File: config.mk
export PLATFORM = sky130hd
export DESIGN_NAME = colour_gain_offset_regs
export DESIGN_NICKNAME = d
export VERILOG_FILES = /design/src/shared/cgo_pkg.sv /design/src/shared/cgo_codes_if.sv /design/src/rtl/cgo_channel_mux.sv /design/src/rtl/cgo_test_out.sv /design/src/rtl/colour_gain_offset_regs.sv
export SDC_FILE = /design/constraint.sdc
export NUM_CORES = 1
export LEC_CHECK = 0
export ABC_AREA = 0
export ABC_CLOCK_PERIOD_IN_PS = 3200
export BUFFER_PORTS_ARGS = -buffer_cell sky130_fd_sc_hd__buf_4
export CAP_MARGIN = 20
export CORE_ASPECT_RATIO = 2
export CORE_MARGIN = 5
export CORE_UTILIZATION = 57
export DETAILED_ROUTE_END_ITERATION = 8
export GPL_TIMING_DRIVEN = 0
export PLACE_DENSITY = 0.79
export SYNTH_ARGS = -nofsm -noshare
export SYNTH_HDL_FRONTEND = slang
export SYNTH_SLANG_ARGS = --single-unit
export TNS_END_PERCENT = 10
File: constraint.sdc
create_clock -name clk_i -period 3.2 [get_ports clk_i]
set_input_delay 0.48 -clock clk_i [delete_from_list [all_inputs] [get_ports clk_i]]
set_output_delay 0.48 -clock clk_i [all_outputs]
set_load 0.02 [all_outputs]
File: src/shared/cgo_pkg.sv
/*
 colour gain/offset register bank: offsets, reset values, field positions.
 assumes a plain register port with 8-bit data and one-cycle read latency.
*/
package cgo_pkg;
    localparam int ADDR_W = 4;
    localparam int DATA_W = 8;
    // register offsets
    localparam logic [3:0] OFS_TEST_OUTPUT_CONTROL = 4'h0;
    localparam logic [3:0] OFS_OFFSET_RED = 4'h1;
    localparam logic [3:0] OFS_OFFSET_GREEN = 4'h2;
    localparam logic [3:0] OFS_OFFSET_BLUE = 4'h3;
    localparam logic [3:0] OFS_OFFSET_ALL_COLOURS = 4'h4;
    localparam logic [3:0] OFS_GAIN_RED = 4'h5;
    localparam logic [3:0] OFS_GAIN_GREEN = 4'h6;
    localparam logic [3:0] OFS_GAIN_BLUE = 4'h7;
    localparam logic [3:0] OFS_GAIN_ALL_COLOURS = 4'h8;
    localparam logic [3:0] OFS_COLOUR_SELECT = 4'h9;
    // field positions
    localparam int POS_OUTPUT_TEST_SELECT = 7;
    localparam int POS_COLOUR_SEL_LO = 4;
    // reset values
    localparam logic [7:0] RST_TEST_OUTPUT_CONTROL = 8'h00;
    localparam logic [7:0] RST_OFFSET_RED = 8'h40;
    localparam logic [7:0] RST_OFFSET_GREEN = 8'h80;
    localparam logic [7:0] RST_OFFSET_BLUE = 8'h80;
    localparam logic [7:0] RST_GAIN = 8'h00;
    localparam logic [1:0] RST_COLOUR_SEL = 2'h0;
    // colour selection encoding
    localparam logic [1:0] SEL_RED = 2'h0;
    localparam logic [1:0] SEL_GREEN = 2'h1;
    localparam logic [1:0] SEL_BLUE = 2'h2;
    localparam int NUM_COLOURS = 3;
endpackage
File: src/shared/cgo_codes_if.sv
/*
 interface carrying the per-colour codes and selection to the channel mux.
 assumes one clock domain.
*/
`timescale 1ns/1ps
interface cgo_codes_if;
    logic [7:0] offset_code [3];
    logic [7:0] gain_code [3];
    logic [1:0] colour_selection;
    modport src (output offset_code, output gain_code, output colour_selection);
    modport dst (input offset_code, input gain_code, input colour_selection);
endinterface

File: src/rtl/cgo_channel_mux.sv
/*
 picks the selected colour's offset and gain codes for the analogue channel.
 assumes selection 11 is never relied upon; it holds the last valid pick.
*/
`timescale 1ns/1ps
module cgo_channel_mux
    import cgo_pkg::*;
(
    // clock and reset
    input wire logic clk_i,
    input wire logic sys_rst_i,
    // codes in
    cgo_codes_if.dst codes,
    // applied codes
    output logic [7:0] offset_applied_o,
    output logic [7:0] gain_applied_o
);
    logic [7:0] off_d, off_q, gain_d, gain_q;

    always_comb begin
        off_d = off_q;
        gain_d = gain_q;
        case (codes.colour_selection)
            SEL_RED: begin
                off_d = codes.offset_code[0];
                gain_d = codes.gain_code[0];
            end
            SEL_GREEN: begin
                off_d = codes.offset_code[1];
                gain_d = codes.gain_code[1];
            end
            SEL_BLUE: begin
                off_d = codes.offset_code[2];
                gain_d = codes.gain_code[2];
            end
            default: begin
                off_d = off_q;
                gain_d = gain_q;
            end
        endcase
    end

    always_ff @(posedge clk_i or posedge sys_rst_i) begin
        if (sys_rst_i) begin
            off_q <= RST_OFFSET_RED;
            gain_q <= RST_GAIN;
        end else begin
            off_q <= off_d;
            gain_q <= gain_d;
        end
    end

    assign offset_applied_o = off_q;
    assign gain_applied_o = gain_q;
endmodule

File: src/rtl/cgo_test_out.sv
/*
 output nibble multiplexer: converted data or internal timing strobes.
 assumes strobes and data are on clk_i already.
*/
`timescale 1ns/1ps
module cgo_test_out (
    // mode
    input wire logic test_sel_i,
    // sources
    input wire logic [3:0] data_nibble_i,
    input wire logic internal_sample_strobe_i,
    input wire logic video_sample_clk_i,
    input wire logic converter_clk_i,
    input wire logic reset_sample_clk_i,
    // result
    output logic [3:0] nibble_o
);
    always_comb begin
        if (test_sel_i) begin
            nibble_o = {internal_sample_strobe_i, video_sample_clk_i, converter_clk_i, reset_sample_clk_i};
        end else begin
            nibble_o = data_nibble_i;
        end
    end
endmodule

File: src/rtl/colour_gain_offset_regs.sv
/*
 register bank for colour offset/gain codes, colour selection and output test mode.
 assumes a plain register port master on clk_i; pin-side strobes arrive on clk_i.
*/
// The implementer's own choices: strobed register access and the address map.
`timescale 1ns/1ps
// Notes on behaviour
// - test bit clear: nibble carries converted data
// - test bit 7 set: timing signals on nibble
// - nibble 3..0: strobe, video, converter, reset clocks
// - red offset held, applied when red selected
// - green offset resets mid-scale, applied for green
// - blue offset resets mid-scale, applied for blue
// - broadcast offset write sets all three
// - broadcast gain write sets all three
// - red gain code applied when red selected
// - green gain code applied when green selected
// - blue gain code applied when blue selected
// - selection: 00 red, 01 green, 10 blue
module colour_gain_offset_regs
    import cgo_pkg::*;
(
    // clock and reset
    input wire logic clk_i,
    input wire logic sys_rst_i,
    // register port
    input wire logic [3:0] addr_i,
    input wire logic [7:0] wdata_i,
    input wire logic wr_i,
    input wire logic rd_i,
    output logic [7:0] rdata_o,
    // data path and internal timing
    input wire logic [3:0] data_nibble_i,
    input wire logic internal_sample_strobe_i,
    input wire logic video_sample_clk_i,
    input wire logic converter_clk_i,
    input wire logic reset_sample_clk_i,
    // channel outputs
    output logic [3:0] output_nibble_o,
    output logic [7:0] offset_applied_o,
    output logic [7:0] gain_applied_o,
    output logic [1:0] colour_selection_o,
    output logic output_test_select_o
);
    cgo_codes_if codes ();

    logic [7:0] test_d, test_q;
    logic [7:0] off_d [3];
    logic [7:0] off_q [3];
    logic [7:0] gain_d [3];
    logic [7:0] gain_q [3];
    logic [1:0] sel_d, sel_q;
    logic [7:0] rdata_d, rdata_q;
    logic [3:0] nib_d, nib_q;
    logic output_test_select;

    assign output_test_select = test_q[POS_OUTPUT_TEST_SELECT];

    // register writes
    always_comb begin
        test_d = test_q;
        sel_d = sel_q;
        for (int c = 0; c < NUM_COLOURS; c++) begin
            off_d[c] = off_q[c];
            gain_d[c] = gain_q[c];
        end
        if (wr_i) begin
            if (addr_i == OFS_TEST_OUTPUT_CONTROL) begin
                test_d = wdata_i;
            end else if (addr_i == OFS_OFFSET_RED) begin
                off_d[0] = wdata_i;
            end else if (addr_i == OFS_OFFSET_GREEN) begin
                off_d[1] = wdata_i;
            end else if (addr_i == OFS_OFFSET_BLUE) begin
                off_d[2] = wdata_i;
            end else if (addr_i == OFS_OFFSET_ALL_COLOURS) begin
                for (int c = 0; c < NUM_COLOURS; c++) begin
                    off_d[c] = wdata_i;
                end
            end else if (addr_i == OFS_GAIN_RED) begin
                gain_d[0] = wdata_i;
            end else if (addr_i == OFS_GAIN_GREEN) begin
                gain_d[1] = wdata_i;
            end else if (addr_i == OFS_GAIN_BLUE) begin
                gain_d[2] = wdata_i;
            end else if (addr_i == OFS_GAIN_ALL_COLOURS) begin
                for (int c = 0; c < NUM_COLOURS; c++) begin
                    gain_d[c] = wdata_i;
                end
            end else if (addr_i == OFS_COLOUR_SELECT) begin
                sel_d = wdata_i[POS_COLOUR_SEL_LO +: 2];
            end
        end
    end

    // read data, one cycle later; broadcast and unmapped read zero
    always_comb begin
        rdata_d = 8'h00;
        if (rd_i) begin
            if (addr_i == OFS_TEST_OUTPUT_CONTROL) begin
                rdata_d = test_q;
            end else if (addr_i == OFS_OFFSET_RED) begin
                rdata_d = off_q[0];
            end else if (addr_i == OFS_OFFSET_GREEN) begin
                rdata_d = off_q[1];
            end else if (addr_i == OFS_OFFSET_BLUE) begin
                rdata_d = off_q[2];
            end else if (addr_i == OFS_GAIN_RED) begin
                rdata_d = gain_q[0];
            end else if (addr_i == OFS_GAIN_GREEN) begin
                rdata_d = gain_q[1];
            end else if (addr_i == OFS_GAIN_BLUE) begin
                rdata_d = gain_q[2];
            end else if (addr_i == OFS_COLOUR_SELECT) begin
                rdata_d = {2'h0, sel_q, 4'h0};
            end
        end
    end

    always_ff @(posedge clk_i or posedge sys_rst_i) begin
        if (sys_rst_i) begin
            test_q <= RST_TEST_OUTPUT_CONTROL;
            sel_q <= RST_COLOUR_SEL;
            off_q[0] <= RST_OFFSET_RED;
            off_q[1] <= RST_OFFSET_GREEN;
            off_q[2] <= RST_OFFSET_BLUE;
            for (int c = 0; c < NUM_COLOURS; c++) begin
                gain_q[c] <= RST_GAIN;
            end
        end else begin
            test_q <= test_d;
            sel_q <= sel_d;
            for (int c = 0; c < NUM_COLOURS; c++) begin
                off_q[c] <= off_d[c];
                gain_q[c] <= gain_d[c];
            end
        end
    end

    // read data register
    always_ff @(posedge clk_i or posedge sys_rst_i) begin
        if (sys_rst_i) begin
            rdata_q <= 8'h00;
        end else begin
            rdata_q <= rdata_d;
        end
    end

    // codes to the channel mux
    genvar g;
    generate
        for (g = 0; g < NUM_COLOURS; g++) begin : g_codes
            assign codes.offset_code[g] = off_q[g];
            assign codes.gain_code[g] = gain_q[g];
        end
    endgenerate
    assign codes.colour_selection = sel_q;

    cgo_channel_mux u_mux (
        .clk_i(clk_i),
        .sys_rst_i(sys_rst_i),
        .codes(codes),
        .offset_applied_o(offset_applied_o),
        .gain_applied_o(gain_applied_o)
    );

    cgo_test_out u_tout (
        .test_sel_i(output_test_select),
        .data_nibble_i(data_nibble_i),
        .internal_sample_strobe_i(internal_sample_strobe_i),
        .video_sample_clk_i(video_sample_clk_i),
        .converter_clk_i(converter_clk_i),
        .reset_sample_clk_i(reset_sample_clk_i),
        .nibble_o(nib_d)
    );

    // output nibble registered
    always_ff @(posedge clk_i or posedge sys_rst_i) begin
        if (sys_rst_i) begin
            nib_q <= 4'h0;
        end else begin
            nib_q <= nib_d;
        end
    end

    assign output_nibble_o = nib_q;
    assign rdata_o = rdata_q;
    assign colour_selection_o = sel_q;
    assign output_test_select_o = test_q[POS_OUTPUT_TEST_SELECT];
endmodule

==> flow_metrics.env, run 1 <==
export IMPL_hold_class="input pin to async pin"
export IMPL_postCtsSetupRepairBufs=0
export IMPL_p_int_mw=2.64
export IMPL_top_usage_layer="met2"
export IMPL_slew_headroom_pct=56.1
export IMPL_r2r_end="u_mux.gain_applied_o[5]"
export IMPL_worstMarginPinSlew_ns=0.659
export IMPL_outcome="complete, no violations"
export IMPL_die_area_um2=9190
export IMPL_placed_cell_area_um2=4680
export IMPL_yosys_warnings=0
export IMPL_rrSetupSlack_ns=0.99
export IMPL_io_buffers=51
export IMPL_drtIter0Drc=283
export IMPL_drc_errors=0
export IMPL_tritoncts_num_buffers=9
export IMPL_ys_types=41
export IMPL_drtAntennaViolNets=0
export IMPL_start_util_pct=57.5
export IMPL_clkPwrFrac_pct=29.3
export IMPL_grt_ovfl_total=0
export IMPL_final_hold_violation_count=0
export IMPL_yosysSeqAreaShare_pct=52.0
export IMPL_num_vias=3222
export IMPL_rsz0062_at_grt="no"
export IMPL_grt_max_degree=67
export IMPL_die_x_um=70.3
export IMPL_r2r_start="colour_selection_o[0]"
export IMPL_postCtsHoldBufs=0
export IMPL_p_per_area_nw_per_um2=781
export IMPL_grt_use_met3_pct=7.12
export IMPL_ys_ff_latch=86
export IMPL_finalPower_mw=3.91
export IMPL_switching_share_pct=32.5
export IMPL_synth_edf_count=0
export IMPL_drive_gt1_share_pct=37.6
export IMPL_netlist_instances=357
export IMPL_grtUsageMet2_pct=41.8
export IMPL_drt_wirelength_per_cell_um=21.5
export IMPL_grt_total_usage_pct=25.6
export IMPL_antenna_found_initial=0
export IMPL_end_kind="flop"
export IMPL_max_cap_viol_count=0
export IMPL_tritoncts="done"
export IMPL_layout_common_cells="82 x dfrtp_1, 63 x mux2_2, 54 x buf_4, 29 x nor2_1"
export IMPL_area_growth_pct=20.8
export IMPL_fp_row_count=44
export IMPL_clockBufferDepth=2
export IMPL_dr_pass1_iters=5
export IMPL_min_period_ns=2.21
export IMPL_syn_area_um2=4150
export IMPL_p_seq_share_pct=41.3
export IMPL_grt_pass1_vias=3407
export IMPL_dp_slack_ns=1.04
export IMPL_endpoint="u_mux.gain_applied_o[5]"
export IMPL_die_y_um=131
export IMPL_vias_per_cell=6.23
export IMPL_slew_viol_final=0
export IMPL_fin_skew_ns=0.00451
export IMPL_p_switching_mw=1.27
export IMPL_setup_viol_count_final=0
export IMPL_finalInstanceArea_um2=5010
export IMPL_htree_levels=3
export IMPL_reg2reg_depth=8
export IMPL_place_congestion=0.995
export IMPL_cp_max_fo=10
export IMPL_synth_nets=384
export IMPL_core_area_um2=7210
export IMPL_vdd_drop_max_mv=0.387
export IMPL_totalWireLength_um=11100
export IMPL_mostFrequentLayoutCell="dfrtp_1"
export IMPL_avgSynthCellArea_um2=11.6
export IMPL_p_comb_share_pct=29.4
export IMPL_period_share_pct=69.2
export IMPL_cts_sinks=86
export IMPL_clk_pin_slew_ns=0.06
export IMPL_p_leak_nw=2.22
export IMPL_dp_hpwl_um=7720
export IMPL_layout_nets=447
export IMPL_whs_ns=0.0856
export IMPL_crit_type="flop to flop"
export IMPL_startpoint="colour_selection_o[0]"
export IMPL_setup_slack_ns=0.987
export IMPL_clock_latency_ns=0.35
export IMPL_start_kind="flop"
export IMPL_grt_pass1_wl_um=17500
export IMPL_cts_root_buf="clkbuf_16"
export IMPL_n_antenna_cell=0
export IMPL_required_ns=3.47
export IMPL_crit_arrival_ns=2.48
export IMPL_async_reset_ff_share_pct=100
export IMPL_use_met1_pct=28.2
export IMPL_fmax_mhz=452
export IMPL_design_portCount=55
export IMPL_cts_resized=0
export IMPL_synth_flop_cell="dfrtp_1"
routing by layer:
layer  vias up  part of all wire (%)
li1       1424                     -
met2       178                    50
met4         0                   5.6
met3        49                   8.0
met1      1571                    36
met5         -                     0
power by group through the flow:
stage          combinational [mW]  clock (mW)  sequential (mW)
4_1_cts                      1.15        1.15             1.61
2_1_floorplan               0.568           0             1.73
5_1_grt                      1.23        1.20             1.65
3_5_place_dp                 1.14           0             1.62
6_report                     1.15        1.15             1.62
3_3_place_gp                 1.11           0             1.61
final cells by class:
cell class                 instances  area [µm²]
fill                             564        2200
multi-input combinational        243        1850
timing repair buffer              52         410
clock buffer                      11         253
tap                               92         115
clock inverter                     5        81.3
buffer                            23         121
sequential                        86        2160
inverter                           5        21.3
synthesized netlist by cell type, types with 2 or more instances:
cell type	instances	area (µm²)
a211oi_1	3	22.5
a21oi_1	22	110
a221oi_1	5	43.8
a22o_1	5	43.8
a22oi_1	22	165
a2bb2oi_1	3	26.3
buf_2	7	35.0
buf_4	3	22.5
buf_6	2	22.5
clkbuf_1	10	37.5
dfrtp_1	82	2050
dfstp_2	4	105
ha_1	3	37.5
inv_1	5	18.8
mux2_2	63	709
mux2_4	3	45.0
mux2i_1	7	70.1
nand2_1	20	75.1
nand2b_1	5	31.3
nand3b_1	2	15.0
nor2_1	29	109
nor2b_1	8	50.1
o21ai_0	19	95.1
o21ai_1	2	10.0
o21ai_2	3	26.3
o221ai_1	4	35.0
o22a_1	2	17.5
sequential cells by signal, indices dropped and copies added, names as in the netlist:
name	count
codes.gain_code	24
codes.offset_code	24
rdata_o	8
test_q	8
u_mux.gain_applied_o	8
u_mux.offset_applied_o	8
output_nibble_o	4
colour_selection_o	2
cell families after synthesis:
family | after synthesis | synth area share [%]
simple gates | 73 | 8.56
xor+xnor | 1 | 0.211
mux | 73 | 19.9
flops | 86 | 52.0
buf+inv | 28 | 3.38
compound gates | 93 | 15.1
fa+ha+maj | 3 | 0.905
worst max-delay path, stage by stage, from the launching register on:
cell and delay [ns]:
dfrtp_1 0.44, inv_1 0.08, ha_1 0.14, clkbuf_1 0.34
clkbuf_1 0.51, a22oi_1 0.23, nor2_1 0.17, a21oi_1 0.07
o21ai_0 0.16
per-stage QoR:
step	std cells	setup TNS, ns	utilization, %
final	517	0	69.5
after global routing	517	0	69.5
after CTS	517	0	69.5
after detailed placement	501	0	64.9
after global placement	500	-25.24	64.4
after floorplan	357	0	-
worst min path at each step:
stage | end | slack [ns] | cells past startpoint
final | rdata_o[1] | 0.09 | 2
after floorplan | test_q[1] | 0.47 | 1
after CTS | u_mux.offset_applied_o[3] | 0.1 | 2
after detailed placement | u_mux.offset_applied_o[3] | 0.46 | 2
after global placement | u_mux.gain_applied_o[7] | 0.47 | 2
after global routing | u_mux.offset_applied_o[3] | 0.10 | 2
Power figures use the tool's default switching activity.
==> run 2: changes to the inputs <==
ABC_CLOCK_PERIOD_IN_PS = 2160   (was 3200)
clock period = 2.16 ns   (was 3.2 ns; I/O delays follow)
==> run 2 against run 1 <==
Net effect: critical endpoint is now u_mux.offset_applied_o[2]; critical path depth down 2; register-to-register slack worse by 0.87 ns; sequential share of layout area up 0.27 points; first-iteration DRC count down 6.7%; cell count up 0.19%; sequential power up 49%; core utilization down 0.43 points; wire length up 1.5%; global-route usage up 0.51 points; clock power up 31%; via count down 1.6%; largest power group unchanged; fmax up 8.3%.
==> flow_metrics.env, run 2 (synthesis results as in run 1) <==
export IMPL_htree_levels=3
export IMPL_whs_ns=0.0641
export IMPL_required_ns=2.36
export IMPL_grt_max_degree=32
export IMPL_nFillCells=558
export IMPL_r2r_start="colour_selection_o[0]"
export IMPL_mostFrequentLayoutCell="dfrtp_1"
export IMPL_cts_root_buf="clkbuf_16"
export IMPL_start_kind="flop"
export IMPL_final_setup_tns_ns=0
export IMPL_p_leak_nw=2.20
export IMPL_clock_latency_ns=0.34
export IMPL_min_period_ns=2.04
export IMPL_setup_viol_count_final=0
export IMPL_r2r_end="u_mux.offset_applied_o[2]"
export IMPL_highest_layer="met4"
export IMPL_fmax_mhz=490
export IMPL_slew_headroom_pct=58.2
export IMPL_vias_per_cell=6.12
export IMPL_design_portCount=55
export IMPL_crit_type="flop to flop"
export IMPL_path_cells="inv_1 -> ha_1 -> clkbuf_1 -> nor2_1 -> a21oi_1 -> o21ai_0"
export IMPL_clockBufferDepth=2
export IMPL_vdd_drop_max_mv=0.680
export IMPL_postCtsSetupRepairBufs=0
export IMPL_dp_hpwl_um=8150
export IMPL_period_share_pct=94.6
export IMPL_outcome="complete, no violations"
export IMPL_grt_pass1_vias=3333
export IMPL_seqCellArea_um2=2160
export IMPL_grt_pass1_wl_um=18100
export IMPL_worstMarginPinSlew_ns=0.628
export IMPL_drc_errors=0
export IMPL_p_int_mw=3.74
export IMPL_clk_pin_slew_ns=0.06
export IMPL_antenna_found_initial=0
export IMPL_max_cap_viol_count=0
export IMPL_start_util_pct=57.5
export IMPL_slew_viol_final=0
export IMPL_core_area_um2=7210
export IMPL_p_switching_mw=1.88
export IMPL_dp_cells=502
export IMPL_crit_arrival_ns=2.25
export IMPL_fp_row_count=44
export IMPL_end_kind="flop"
export IMPL_drt_wirelength_per_cell_um=21.8
export IMPL_fin_cells=518
export IMPL_fin_skew_ns=0.00586
export IMPL_multi_input_area_um2=1850
export IMPL_worst_path_buf_inv=2
export IMPL_finalPower_mw=5.62
export IMPL_rsz0062_at_grt="yes"
export IMPL_final_hold_violation_count=0
export IMPL_die_area_um2=9190
export IMPL_p_comb_share_pct=30.3
export IMPL_n_antenna_cell=0
export IMPL_cpMaxStageDelayCell="clkbuf_1"
export IMPL_drive_gt1_share_pct=37.3
export IMPL_crit_family="buffers and inverters"
export IMPL_layout_common_cells="82 x dfrtp_1, 63 x mux2_2, 54 x buf_4, 29 x nor2_1"
export IMPL_cts_sinks=86
export IMPL_totalWireLength_um=11300
export IMPL_tritoncts="done"
export IMPL_p_per_area_nw_per_um2=1130
export IMPL_num_vias=3172
export IMPL_dr_wl_met3_um=825
export IMPL_wl_met1_um=4200
export IMPL_clkPwrFrac_pct=26.8
export IMPL_hold_class="input pin to async pin"
export IMPL_rrSetupSlack_ns=0.12
export IMPL_dr_pass1_iters=4
export IMPL_die_x_um=70.3
export IMPL_drtAntennaViolNets=0
export IMPL_die_y_um=131
export IMPL_max_stage_delay_ns=0.51
export IMPL_grt_total_usage_pct=26.1
export IMPL_layout_nets=448
export IMPL_io_buffers=51
export IMPL_post_route_util_pct=69.0
export IMPL_tritoncts_num_buffers=9
export IMPL_cp_max_fo=10
export IMPL_drtIter0Drc=264
export IMPL_place_congestion=0.955
export IMPL_reg2reg_depth=6
export IMPL_switching_share_pct=33.4
export IMPL_grt_ovfl_total=0
export IMPL_p_seq_share_pct=42.8
export IMPL_area_growth_pct=20.0
export IMPL_wl_met2_um=5920
-- run 2: area by class of cell --
class / instances / area share, %
flip-flops and latches: 86 / 43.3
clock buffers: 13 / 4.82
inverters: 5 / 0.452
clock inverters: 3 / 0.930
repair buffers: 53 / 8.49
plain buffers: 23 / 2.49
well taps: 92 / 2.31
multi-input cells: 243 / 37.2
-- run 2: routing by layer --
metal  vias to the layer above  track usage (%)
met5                         -                0
met4                         0             12.4
met3                        25             4.82
met2                       139             45.2
met1                      1583             31.3
li1                       1425                -
-- run 2: per-stage QoR --
step / setup slack, ns / area, µm²
3_3_place_gp: -0.0786 / 4650
4_1_cts: 0.0350 / 4980
3_5_place_dp: -0.0929 / 4690
2_1_floorplan: 0.513 / 4150
6_report: 0.117 / 4980
5_1_grt: -0.00446 / 4980
-- run 2: worst max-delay path by stage --
stage	start	to	slack, ns	depth (start not counted)
floorplan	colour_selection_o[0]	u_mux.gain_applied_o[2]	0.51	8
global placement	colour_selection_o[0]	u_mux.gain_applied_o[4]	-0.08	8
detailed placement	colour_selection_o[0]	u_mux.gain_applied_o[4]	-0.09	8
CTS	colour_selection_o[1]	u_mux.offset_applied_o[2]	0.04	8
global route	colour_selection_o[0]	u_mux.gain_applied_o[6]	-0.004	6
finish	colour_selection_o[0]	u_mux.offset_applied_o[2]	0.12	6
-- run 2: timing repair --
action,in CTS,in global routing
resized for setup,1,3
hold buffers,0,0
endpoints found under the setup margin,9,12
-- run 2: power groups by stage --
stage	clock [mW]	combinational [mW]	sequential (mW)
after floorplan	0	0.841	2.57
after global placement	0	1.66	2.39
after detailed placement	0	1.70	2.42
after CTS	1.52	1.71	2.40
after global routing	1.58	1.84	2.46
final	1.51	1.70	2.41
